### src/logic/psnp_defines.vh
/*
 * Constants for the PHY status and next-page register logic: register
 * addresses, field positions, reset values and widths.
 * Assumes inclusion by bare name from the design files; definitions only.
 */
`ifndef PSNP_DEFINES_VH
`define PSNP_DEFINES_VH

// ----------------------------------------------------------------------
// register addresses
// ----------------------------------------------------------------------
`define PSNP_AW               5
`define PSNP_DW               16
`define PSNP_ADDR_NEXT_PAGE   5'h07
`define PSNP_ADDR_SUMMARY     5'h10
`define PSNP_ADDR_IRQ_STATUS  5'h12
`define PSNP_ADDR_IRQ_MASK    5'h13
`define PSNP_ADDR_FALSE_CARR  5'h14
`define PSNP_ADDR_RX_ERR      5'h15
`define PSNP_ADDR_PCS_CFG     5'h16
`define PSNP_ADDR_PHY_CTRL    5'h19
`define PSNP_ADDR_TENBASE     5'h1A

// ----------------------------------------------------------------------
// next-page transmit fields
// ----------------------------------------------------------------------
`define PSNP_NP_CODE_HI       10
`define PSNP_NP_CODE_W        11
`define PSNP_NP_CODE_RST      11'h001
`define PSNP_NP_TOGGLE_BIT    11
`define PSNP_NP_ACK2_BIT      12
`define PSNP_NP_MSG_BIT       13
`define PSNP_NP_NEXT_BIT      15
`define PSNP_NP_MSG_RST       1'b1

// ----------------------------------------------------------------------
// summary status fields
// ----------------------------------------------------------------------
`define PSNP_ST_LOW_W         9
`define PSNP_ST_LOW_ZERO      9'h000

// ----------------------------------------------------------------------
// control and event fields
// ----------------------------------------------------------------------
`define PSNP_CFG_QUALIFY_BIT  8
`define PSNP_CTRL_FORCE_BIT   14
`define PSNP_CTRL_AUTO_BIT    15
`define PSNP_CTRL_AUTO_RST    1'b1
`define PSNP_TEN_POL_BIT      4
`define PSNP_CNT_W            8
`define PSNP_CNT_MAX          8'hFF
`define PSNP_CNT_ONE          8'h01
`define PSNP_EV_W             4
`define PSNP_EV_RX_ERR        0
`define PSNP_EV_FALSE_CARR    1
`define PSNP_EV_POLARITY      2
`define PSNP_EV_SIG_LOSS      3
`define PSNP_LH_W             2
`define PSNP_LH_RX_ERR        0
`define PSNP_LH_FALSE_CARR    1
`define PSNP_LL_W             2
`define PSNP_LL_DETECT        0
`define PSNP_LL_LOCK          1

`endif

### src/logic/psnp_event_counter.v
/*
 * Saturating event counter with a sticky flag, both cleared by a read
 * of the counter register.
 * Assumes one clock, synchronous active-low reset, one-cycle read pulse.
 */
`timescale 1ns/1ps
`include "psnp_defines.vh"

module psnp_event_counter (
	// clock and reset
	input  wire                     clock_i,
	input  wire                     rst_b_i,
	// event and clear
	input  wire                     event_i,
	input  wire                     clear_i,
	// state
	output reg  [`PSNP_CNT_W-1:0]   count_o,
	output reg                      flag_o
);

	always @(posedge clock_i)
	begin
		if (!rst_b_i)
		begin
			count_o <= {`PSNP_CNT_W{1'b0}};
			flag_o  <= 1'b0;
		end
		else if (clear_i)
		begin
			// an event in the clearing cycle is kept, not lost
			count_o <= event_i ? `PSNP_CNT_ONE : {`PSNP_CNT_W{1'b0}};
			flag_o  <= event_i;
		end
		else if (event_i)
		begin
			if (count_o != `PSNP_CNT_MAX)
				count_o <= count_o + `PSNP_CNT_ONE;
			flag_o <= 1'b1;
		end
	end

endmodule // psnp_event_counter

### src/logic/psnp_latch_low.v
/*
 * Latch-low status bit: any low of the live source is held until a read,
 * which reloads the bit from the live value; between reads the bit can only fall.
 * Assumes one clock, synchronous active-low reset, one-cycle read pulse.
 */
`timescale 1ns/1ps

module psnp_latch_low (
	// clock and reset
	input  wire clock_i,
	input  wire rst_b_i,
	// source and read
	input  wire live_i,
	input  wire read_i,
	// held value
	output reg  held_o
);

	always @(posedge clock_i)
	begin
		if (!rst_b_i)
			held_o <= 1'b0;
		else if (read_i)
			held_o <= live_i;
		else
			held_o <= held_o & live_i;
	end

endmodule // psnp_latch_low

### src/logic/psnp_regs.v
/*
 * Register logic for the next-page transmit register and the upper bits
 * of the PHY summary status register, with the counters, control bits and
 * interrupt that feed them.
 * Assumes live status inputs synchronous to clock_i, a single-cycle
 * read or write strobe, and read data taken one cycle after the read.
 */
`timescale 1ns/1ps
`include "psnp_defines.vh"

module psnp_regs (
	// clock and reset
	input  wire                     clock_i,
	input  wire                     rst_b_i,
	// register port
	input  wire [`PSNP_AW-1:0]      addr_i,
	input  wire [`PSNP_DW-1:0]      wdata_i,
	input  wire                     wr_i,
	input  wire                     rd_i,
	output reg  [`PSNP_DW-1:0]      rdata_o,
	// live status from datapath and link logic
	input  wire                     xover_swap_i,
	input  wire                     rx_error_i,
	input  wire                     false_carrier_i,
	input  wire                     polarity_inverted_i,
	input  wire                     raw_signal_detect_i,
	input  wire                     descrambler_lock_i,
	input  wire                     toggle_tx_i,
	// outputs to the link logic
	output reg  [`PSNP_NP_CODE_W-1:0] np_code_o,
	output reg                      message_page_flag_o,
	output reg                      crossover_state_o,
	output reg                      irq_o
);

	// ------------------------------------------------------------------
	// decode
	// ------------------------------------------------------------------
	wire rd_summary = rd_i && (addr_i == `PSNP_ADDR_SUMMARY);
	wire rd_rx_err  = rd_i && (addr_i == `PSNP_ADDR_RX_ERR);
	wire rd_fc      = rd_i && (addr_i == `PSNP_ADDR_FALSE_CARR);
	wire rd_ten     = rd_i && (addr_i == `PSNP_ADDR_TENBASE);
	wire wr_np      = wr_i && (addr_i == `PSNP_ADDR_NEXT_PAGE);
	wire wr_cfg     = wr_i && (addr_i == `PSNP_ADDR_PCS_CFG);
	wire wr_ctrl    = wr_i && (addr_i == `PSNP_ADDR_PHY_CTRL);
	wire wr_istat   = wr_i && (addr_i == `PSNP_ADDR_IRQ_STATUS);
	wire wr_imask   = wr_i && (addr_i == `PSNP_ADDR_IRQ_MASK);

	// ------------------------------------------------------------------
	// next-page transmit register
	// ------------------------------------------------------------------
	reg next_page_flag;
	reg ack2_flag;

	always @(posedge clock_i)
	begin
		if (!rst_b_i)
		begin
			np_code_o           <= `PSNP_NP_CODE_RST;
			message_page_flag_o <= `PSNP_NP_MSG_RST;
			next_page_flag      <= 1'b0;
			ack2_flag           <= 1'b0;
		end
		else if (wr_np)
		begin
			np_code_o           <= wdata_i[`PSNP_NP_CODE_HI:0];
			message_page_flag_o <= wdata_i[`PSNP_NP_MSG_BIT];
			next_page_flag      <= wdata_i[`PSNP_NP_NEXT_BIT];
			ack2_flag           <= wdata_i[`PSNP_NP_ACK2_BIT];
		end
	end

	// ------------------------------------------------------------------
	// control registers
	// ------------------------------------------------------------------
	reg qualify_detect;
	reg crossover_auto_enable;
	reg crossover_force;

	always @(posedge clock_i)
	begin
		if (!rst_b_i)
		begin
			qualify_detect        <= 1'b0;
			crossover_auto_enable <= `PSNP_CTRL_AUTO_RST;
			crossover_force       <= 1'b0;
		end
		else
		begin
			if (wr_cfg)
				qualify_detect <= wdata_i[`PSNP_CFG_QUALIFY_BIT];
			if (wr_ctrl)
			begin
				crossover_auto_enable <= wdata_i[`PSNP_CTRL_AUTO_BIT];
				crossover_force       <= wdata_i[`PSNP_CTRL_FORCE_BIT];
			end
		end
	end

	// ------------------------------------------------------------------
	// crossover state
	// ------------------------------------------------------------------
	// force wins over the algorithm; with neither, pairs stay normal
	always @(posedge clock_i)
	begin
		if (!rst_b_i)
			crossover_state_o <= 1'b0;
		else if (crossover_force)
			crossover_state_o <= 1'b1;
		else if (crossover_auto_enable)
			crossover_state_o <= xover_swap_i;
		else
			crossover_state_o <= 1'b0;
	end

	// ------------------------------------------------------------------
	// latched-high events and counters
	// ------------------------------------------------------------------
	wire [`PSNP_LH_W-1:0]             lh_event;
	wire [`PSNP_LH_W-1:0]             lh_clear;
	wire [`PSNP_LH_W-1:0]             lh_flag;
	wire [`PSNP_LH_W*`PSNP_CNT_W-1:0] lh_count;
	wire [`PSNP_CNT_W-1:0]            rx_err_count;
	wire [`PSNP_CNT_W-1:0]            fc_count;
	wire                              rx_err_latch;
	wire                              fc_latch;

	// a counter read clears its own flag only; status reads never do
	assign lh_event[`PSNP_LH_RX_ERR]     = rx_error_i;
	assign lh_event[`PSNP_LH_FALSE_CARR] = false_carrier_i;
	assign lh_clear[`PSNP_LH_RX_ERR]     = rd_rx_err;
	assign lh_clear[`PSNP_LH_FALSE_CARR] = rd_fc;
	assign rx_err_latch = lh_flag[`PSNP_LH_RX_ERR];
	assign fc_latch     = lh_flag[`PSNP_LH_FALSE_CARR];
	assign rx_err_count = lh_count[`PSNP_LH_RX_ERR*`PSNP_CNT_W +: `PSNP_CNT_W];
	assign fc_count     = lh_count[`PSNP_LH_FALSE_CARR*`PSNP_CNT_W +: `PSNP_CNT_W];

	genvar gc;
	generate
		for (gc = 0; gc < `PSNP_LH_W; gc = gc + 1)
		begin : g_counter
			psnp_event_counter u_cnt (
				.clock_i (clock_i),
				.rst_b_i (rst_b_i),
				.event_i (lh_event[gc]),
				.clear_i (lh_clear[gc]),
				.count_o (lh_count[gc*`PSNP_CNT_W +: `PSNP_CNT_W]),
				.flag_o  (lh_flag[gc])
			);
		end
	endgenerate

	reg polarity_latch;

	always @(posedge clock_i)
	begin
		if (!rst_b_i)
			polarity_latch <= 1'b0;
		else if (rd_ten)
			polarity_latch <= polarity_inverted_i;
		else if (polarity_inverted_i)
			polarity_latch <= 1'b1;
	end

	// ------------------------------------------------------------------
	// latched-low status
	// ------------------------------------------------------------------
	wire qualified_live = qualify_detect ? (raw_signal_detect_i & descrambler_lock_i)
	                                     : raw_signal_detect_i;
	wire [`PSNP_LL_W-1:0] ll_live;
	wire [`PSNP_LL_W-1:0] ll_held;
	wire                  qualified_signal_detect;
	wire                  lock_held;

	// both bits reload together on any summary read
	assign ll_live[`PSNP_LL_DETECT] = qualified_live;
	assign ll_live[`PSNP_LL_LOCK]   = descrambler_lock_i;
	assign qualified_signal_detect  = ll_held[`PSNP_LL_DETECT];
	assign lock_held                = ll_held[`PSNP_LL_LOCK];

	genvar gl;
	generate
		for (gl = 0; gl < `PSNP_LL_W; gl = gl + 1)
		begin : g_latch_low
			psnp_latch_low u_ll (
				.clock_i (clock_i),
				.rst_b_i (rst_b_i),
				.live_i  (ll_live[gl]),
				.read_i  (rd_summary),
				.held_o  (ll_held[gl])
			);
		end
	endgenerate

	// ------------------------------------------------------------------
	// interrupt status and mask
	// ------------------------------------------------------------------
	reg  [`PSNP_EV_W-1:0] irq_status;
	reg  [`PSNP_EV_W-1:0] irq_mask;
	reg                   detect_prev;
	wire [`PSNP_EV_W-1:0] irq_event;

	// signal loss is the falling edge of the live detect, not of the held bit
	assign irq_event[`PSNP_EV_RX_ERR]     = rx_error_i;
	assign irq_event[`PSNP_EV_FALSE_CARR] = false_carrier_i;
	assign irq_event[`PSNP_EV_POLARITY]   = polarity_inverted_i & ~polarity_latch;
	assign irq_event[`PSNP_EV_SIG_LOSS]   = detect_prev & ~qualified_live;

	always @(posedge clock_i)
	begin
		if (!rst_b_i)
		begin
			irq_status  <= {`PSNP_EV_W{1'b0}};
			irq_mask    <= {`PSNP_EV_W{1'b0}};
			detect_prev <= 1'b0;
			irq_o       <= 1'b0;
		end
		else
		begin
			detect_prev <= qualified_live;
			// set wins over a write-one clear in the same cycle
			if (wr_istat)
				irq_status <= (irq_status & ~wdata_i[`PSNP_EV_W-1:0]) | irq_event;
			else
				irq_status <= irq_status | irq_event;
			if (wr_imask)
				irq_mask <= wdata_i[`PSNP_EV_W-1:0];
			irq_o <= |(irq_status & irq_mask);
		end
	end

	// ------------------------------------------------------------------
	// read data
	// ------------------------------------------------------------------
	reg [`PSNP_DW-1:0] next_rdata;

	always @*
	begin
		next_rdata = {`PSNP_DW{1'b0}};
		case (addr_i)
			`PSNP_ADDR_NEXT_PAGE:
			begin
				next_rdata[`PSNP_NP_CODE_HI:0]     = np_code_o;
				next_rdata[`PSNP_NP_TOGGLE_BIT]    = toggle_tx_i;
				next_rdata[`PSNP_NP_ACK2_BIT]      = ack2_flag;
				next_rdata[`PSNP_NP_MSG_BIT]       = message_page_flag_o;
				next_rdata[`PSNP_NP_NEXT_BIT]      = next_page_flag;
			end
			`PSNP_ADDR_SUMMARY:
				next_rdata = {1'b0,
				              crossover_state_o,
				              rx_err_latch,
				              polarity_latch,
				              fc_latch,
				              qualified_signal_detect,
				              lock_held,
				              `PSNP_ST_LOW_ZERO};
			`PSNP_ADDR_IRQ_STATUS:
				next_rdata[`PSNP_EV_W-1:0] = irq_status;
			`PSNP_ADDR_IRQ_MASK:
				next_rdata[`PSNP_EV_W-1:0] = irq_mask;
			`PSNP_ADDR_FALSE_CARR:
				next_rdata[`PSNP_CNT_W-1:0] = fc_count;
			`PSNP_ADDR_RX_ERR:
				next_rdata[`PSNP_CNT_W-1:0] = rx_err_count;
			`PSNP_ADDR_PCS_CFG:
				next_rdata[`PSNP_CFG_QUALIFY_BIT] = qualify_detect;
			`PSNP_ADDR_PHY_CTRL:
			begin
				next_rdata[`PSNP_CTRL_AUTO_BIT]  = crossover_auto_enable;
				next_rdata[`PSNP_CTRL_FORCE_BIT] = crossover_force;
			end
			`PSNP_ADDR_TENBASE:
				next_rdata[`PSNP_TEN_POL_BIT] = polarity_latch;
			default:
				next_rdata = {`PSNP_DW{1'b0}};
		endcase
	end

	// data stand one cycle only, zero otherwise
	always @(posedge clock_i)
	begin
		if (!rst_b_i)
			rdata_o <= {`PSNP_DW{1'b0}};
		else if (rd_i)
			rdata_o <= next_rdata;
		else
			rdata_o <= {`PSNP_DW{1'b0}};
	end

endmodule // psnp_regs

### config.mk
export PLATFORM = sky130hd
export DESIGN_NAME = psnp_regs
export DESIGN_NICKNAME = d
export VERILOG_FILES = /design/src/logic/psnp_event_counter.v /design/src/logic/psnp_latch_low.v /design/src/logic/psnp_regs.v
export VERILOG_INCLUDE_DIRS = /design/src /design/src/logic
export SDC_FILE = /design/constraint.sdc
export NUM_CORES = 1
export LEC_CHECK = 0
export ABC_CLOCK_PERIOD_IN_PS = 2200
export CORE_AREA = 4 4 81 83
export CTS_CLUSTER_DIAMETER = 50
export DETAILED_ROUTE_END_ITERATION = 16
export DIE_AREA = 0 0 85 87
export DONT_BUFFER_PORTS = 1
export GPL_ROUTABILITY_DRIVEN = 0
export PLACE_DENSITY = 0.69
export SLEW_MARGIN = 40
export SYNTH_ARGS = -nofsm -noshare
export SYNTH_HDL_FRONTEND = slang
export SYNTH_HIERARCHICAL = 1
export SYNTH_SLANG_ARGS = --single-unit
### constraint.sdc
create_clock -name clock_i -period 2.2 [get_ports clock_i]
set_input_delay 0.33 -clock clock_i [delete_from_list [all_inputs] [get_ports clock_i]]
set_output_delay 0.33 -clock clock_i [all_outputs]
set_load 0.03 [all_outputs]
==> reports/metrics.yaml <==
ant_nets: 0
cpPeakStageDelay_ns: 0.40
ys_seq_area_frac: 0.411
grt_first_pass_wirelength_um: 13000
top_layer: "met4"
dp_slack_ns: 0.627
antenna_cells: 0
drc: 0
root_buffer: "clkbuf_8"
numCtsBuffers: 9
cts_setup_buffers: 0
outcome: "complete, no violations"
syn-cell-area_mm2: 0.00317
cp_max_fo: 7
period_needed_ns: 1.40
hold_viol_final: 0
dr.pass1.iters: 4
ir_drop_mv: 0.440
crit_chain: "ha_1 > nand4_2 > o211a_1 > mux2i_1"
synth_cells: 352
grt_max_degree: 25
via_per_inst: 6.39
port-buffer-count: 0
synthArstFlopShare: 0
die_y_um: 87
vias: 2702
yosysWarnings: 6
htree_levels: 3
synthFlopType: "dfxtp_1"
synth_mux_area_frac: 0.0617
layout_commonest_cell: "dfxtp_1"
critical-path-slowest-cell: "dfxtp_1"
fin_crit_sh: 0.637
powerDensity_mw_per_mm2: 717
setup.worst_path.start_class: "register"
rsz0062_at_grt: "no"
syn_area_per_cell_um2: 8.99
syn_to_final_growth_pct: 5.73
syn-num-nets: 386
cp_data_arrival_time_ns: 1.64
synth_edf_count: 0
dieArea_mm2: 0.00740
grt_use_total: 0.222
die_x_um: 85
yosys.area_share.xor_xnor: 0.00277
core_area_mm2: 0.00585
crit_required_ns: 2.44
rows: 28
ys_ff_latch: 65
final_cell_mix: "65 x dfxtp_1, 37 x nand3_1, 33 x a21oi_1, 24 x nand2_1, 22 x o21ai_0"
leakagePower_nw: 1.16
finish.net_count: 377
antenna_found_initial: 0
slew_viol_final: 0
start_util: 0.541
layout_setup_ws_ns: 0.799
grt_overflow: 0
drt-met1-wl_um: 3460
cts_tree: "yes"
drive_gt1_frac: 0.141
dp_hpwl_um: 5480
setup_tns_ns: 0
worst_pin_slew_ns: 0.706
grt_pass1_vias: 2530
critPathKind: "reg2reg"
clock_sinks: 65
met2WireLength_um: 3840
ios: 62
max_freq_mhz: 714
synth_top_family_by_area: "simple AND/OR/NAND/NOR gates"
skew_ns: 0.00889
hold_buffers: 0
maxSlewHeadroom: 0.529
clk-insertion-delay-late_ns: 0.35
cp-end-kind: "register"
wl_per_cell_um: 18.7
synth-compound-area-share: 0.213
clkTransAtPathRegs_ns: 0.08
hp-class: "in2reg"
cts_resized: 0
synth_simple_gate_area_share: 0.244
max_cap_violations: 0
wl_met3_um: 561
synthAdderAreaFrac: 0.00791
setup_violations: 0
drt-total-wl_um: 7930
cts_buffer_depth: 2
ys_types: 50
drt_iter0_drc: 155
[where the power goes]
part           internal (mW)  switching (mW)
Sequential              1.20          0.0269
Clock                  0.555           0.491
Combinational         0.0550          0.0734
[path summary, 6_finish.rpt]
path,cells past startpoint,slack [ns],startpoint,end
worst min-delay path,1,0.06,rst_b_i,message_page_flag_o
worst max-delay path,4,0.80,g_counter[0].u_cnt/count_o[0],g_counter[0].u_cnt/count_o[3]
worst min register to register,2,0.46,detect_prev,irq_status[3]
worst max register to register,4,0.80,g_counter[0].u_cnt/count_o[0],g_counter[0].u_cnt/count_o[3]
[final cells by class]
| cell class | count | area, um2 |
|---|---|---|
| clock buffer | 10 | 138 |
| clock inverter | 6 | 66.3 |
| fill | 531 | 2500 |
| inverter | 11 | 41.3 |
| multi-input combinational | 252 | 1680 |
| sequential | 65 | 1300 |
| tap | 75 | 93.8 |
| timing repair buffer | 4 | 30.0 |
[per-layer routing]
| layer | GRT usage | up-vias |
|---|---|---|
| met5 | 0 | - |
| met3 | 0.0634 | 7 |
| met1 | 0.277 | 1301 |
| met2 | 0.363 | 87 |
| li1 | - | 1307 |
| met4 | 0.0878 | 0 |
[critical path, delay by kind of cell, from the launching register on]
kind,cells,cell delay [ns]
simple gates,1,0.19
fa+ha+maj,1,0.31
mux,1,0.11
compound gates,1,0.27
flops,1,0.40
[stage by stage]
stage               hold slack (ns)   util  std cells  power [mW]  cell area [um2]
floorplan                     0.431      -        352        1.38             3170
global placement              0.407  0.537        407        1.38             3140
detailed placement            0.411  0.537        407        1.38             3140
CTS                          0.0445  0.572        423        2.41             3350
global route                 0.0555  0.572        423        2.49             3350
finish                       0.0570  0.572        423        2.40             3350
[cells by family after synthesis]
group	after synthesis
adders and majority gates	2
DFF	65
and+or+nand+nor	128
xor gates and xnor gates	1
AOI/OAI and AO/OA	103
muxes	18
buffers and inverters	35
[sequential cells by signal (all words and copies together) (netlist names), 2 cells and up]
| register | flops |
|---|---|
| g_counter.u_cnt/count_o | 16 |
| rdata_o | 16 |
| np_code_o | 11 |
| irq_mask | 4 |
| irq_status | 4 |
| g_counter.u_cnt/flag_o | 2 |
| g_latch_low.u_ll/held_o | 2 |
[synthesized netlist by cell type (4+ instances only)]
library cell  number  share of area
buf_4              7          0.017
a31oi_1            9          0.018
nand2b_1           4         0.0079
a41oi_1            4          0.011
a32oi_1            7          0.019
nand3b_1           8          0.019
o21ai_0           22          0.035
nor2_1             9          0.011
nand3_1           37          0.058
mux2_2            12          0.043
nor3_1             4         0.0063
inv_1             11          0.013
nand2_1           24          0.028
a211oi_1           6          0.014
dfxtp_1           65           0.41
nor2b_1            5         0.0099
buf_2              6         0.0095
a21oi_1           33          0.052
nor4_1             4         0.0079
o211a_1            4          0.013
clkbuf_1           8         0.0095
and3_1             6          0.012
mux2i_1            6          0.019
No activity file was read; power rests on OpenSTA's default activity.
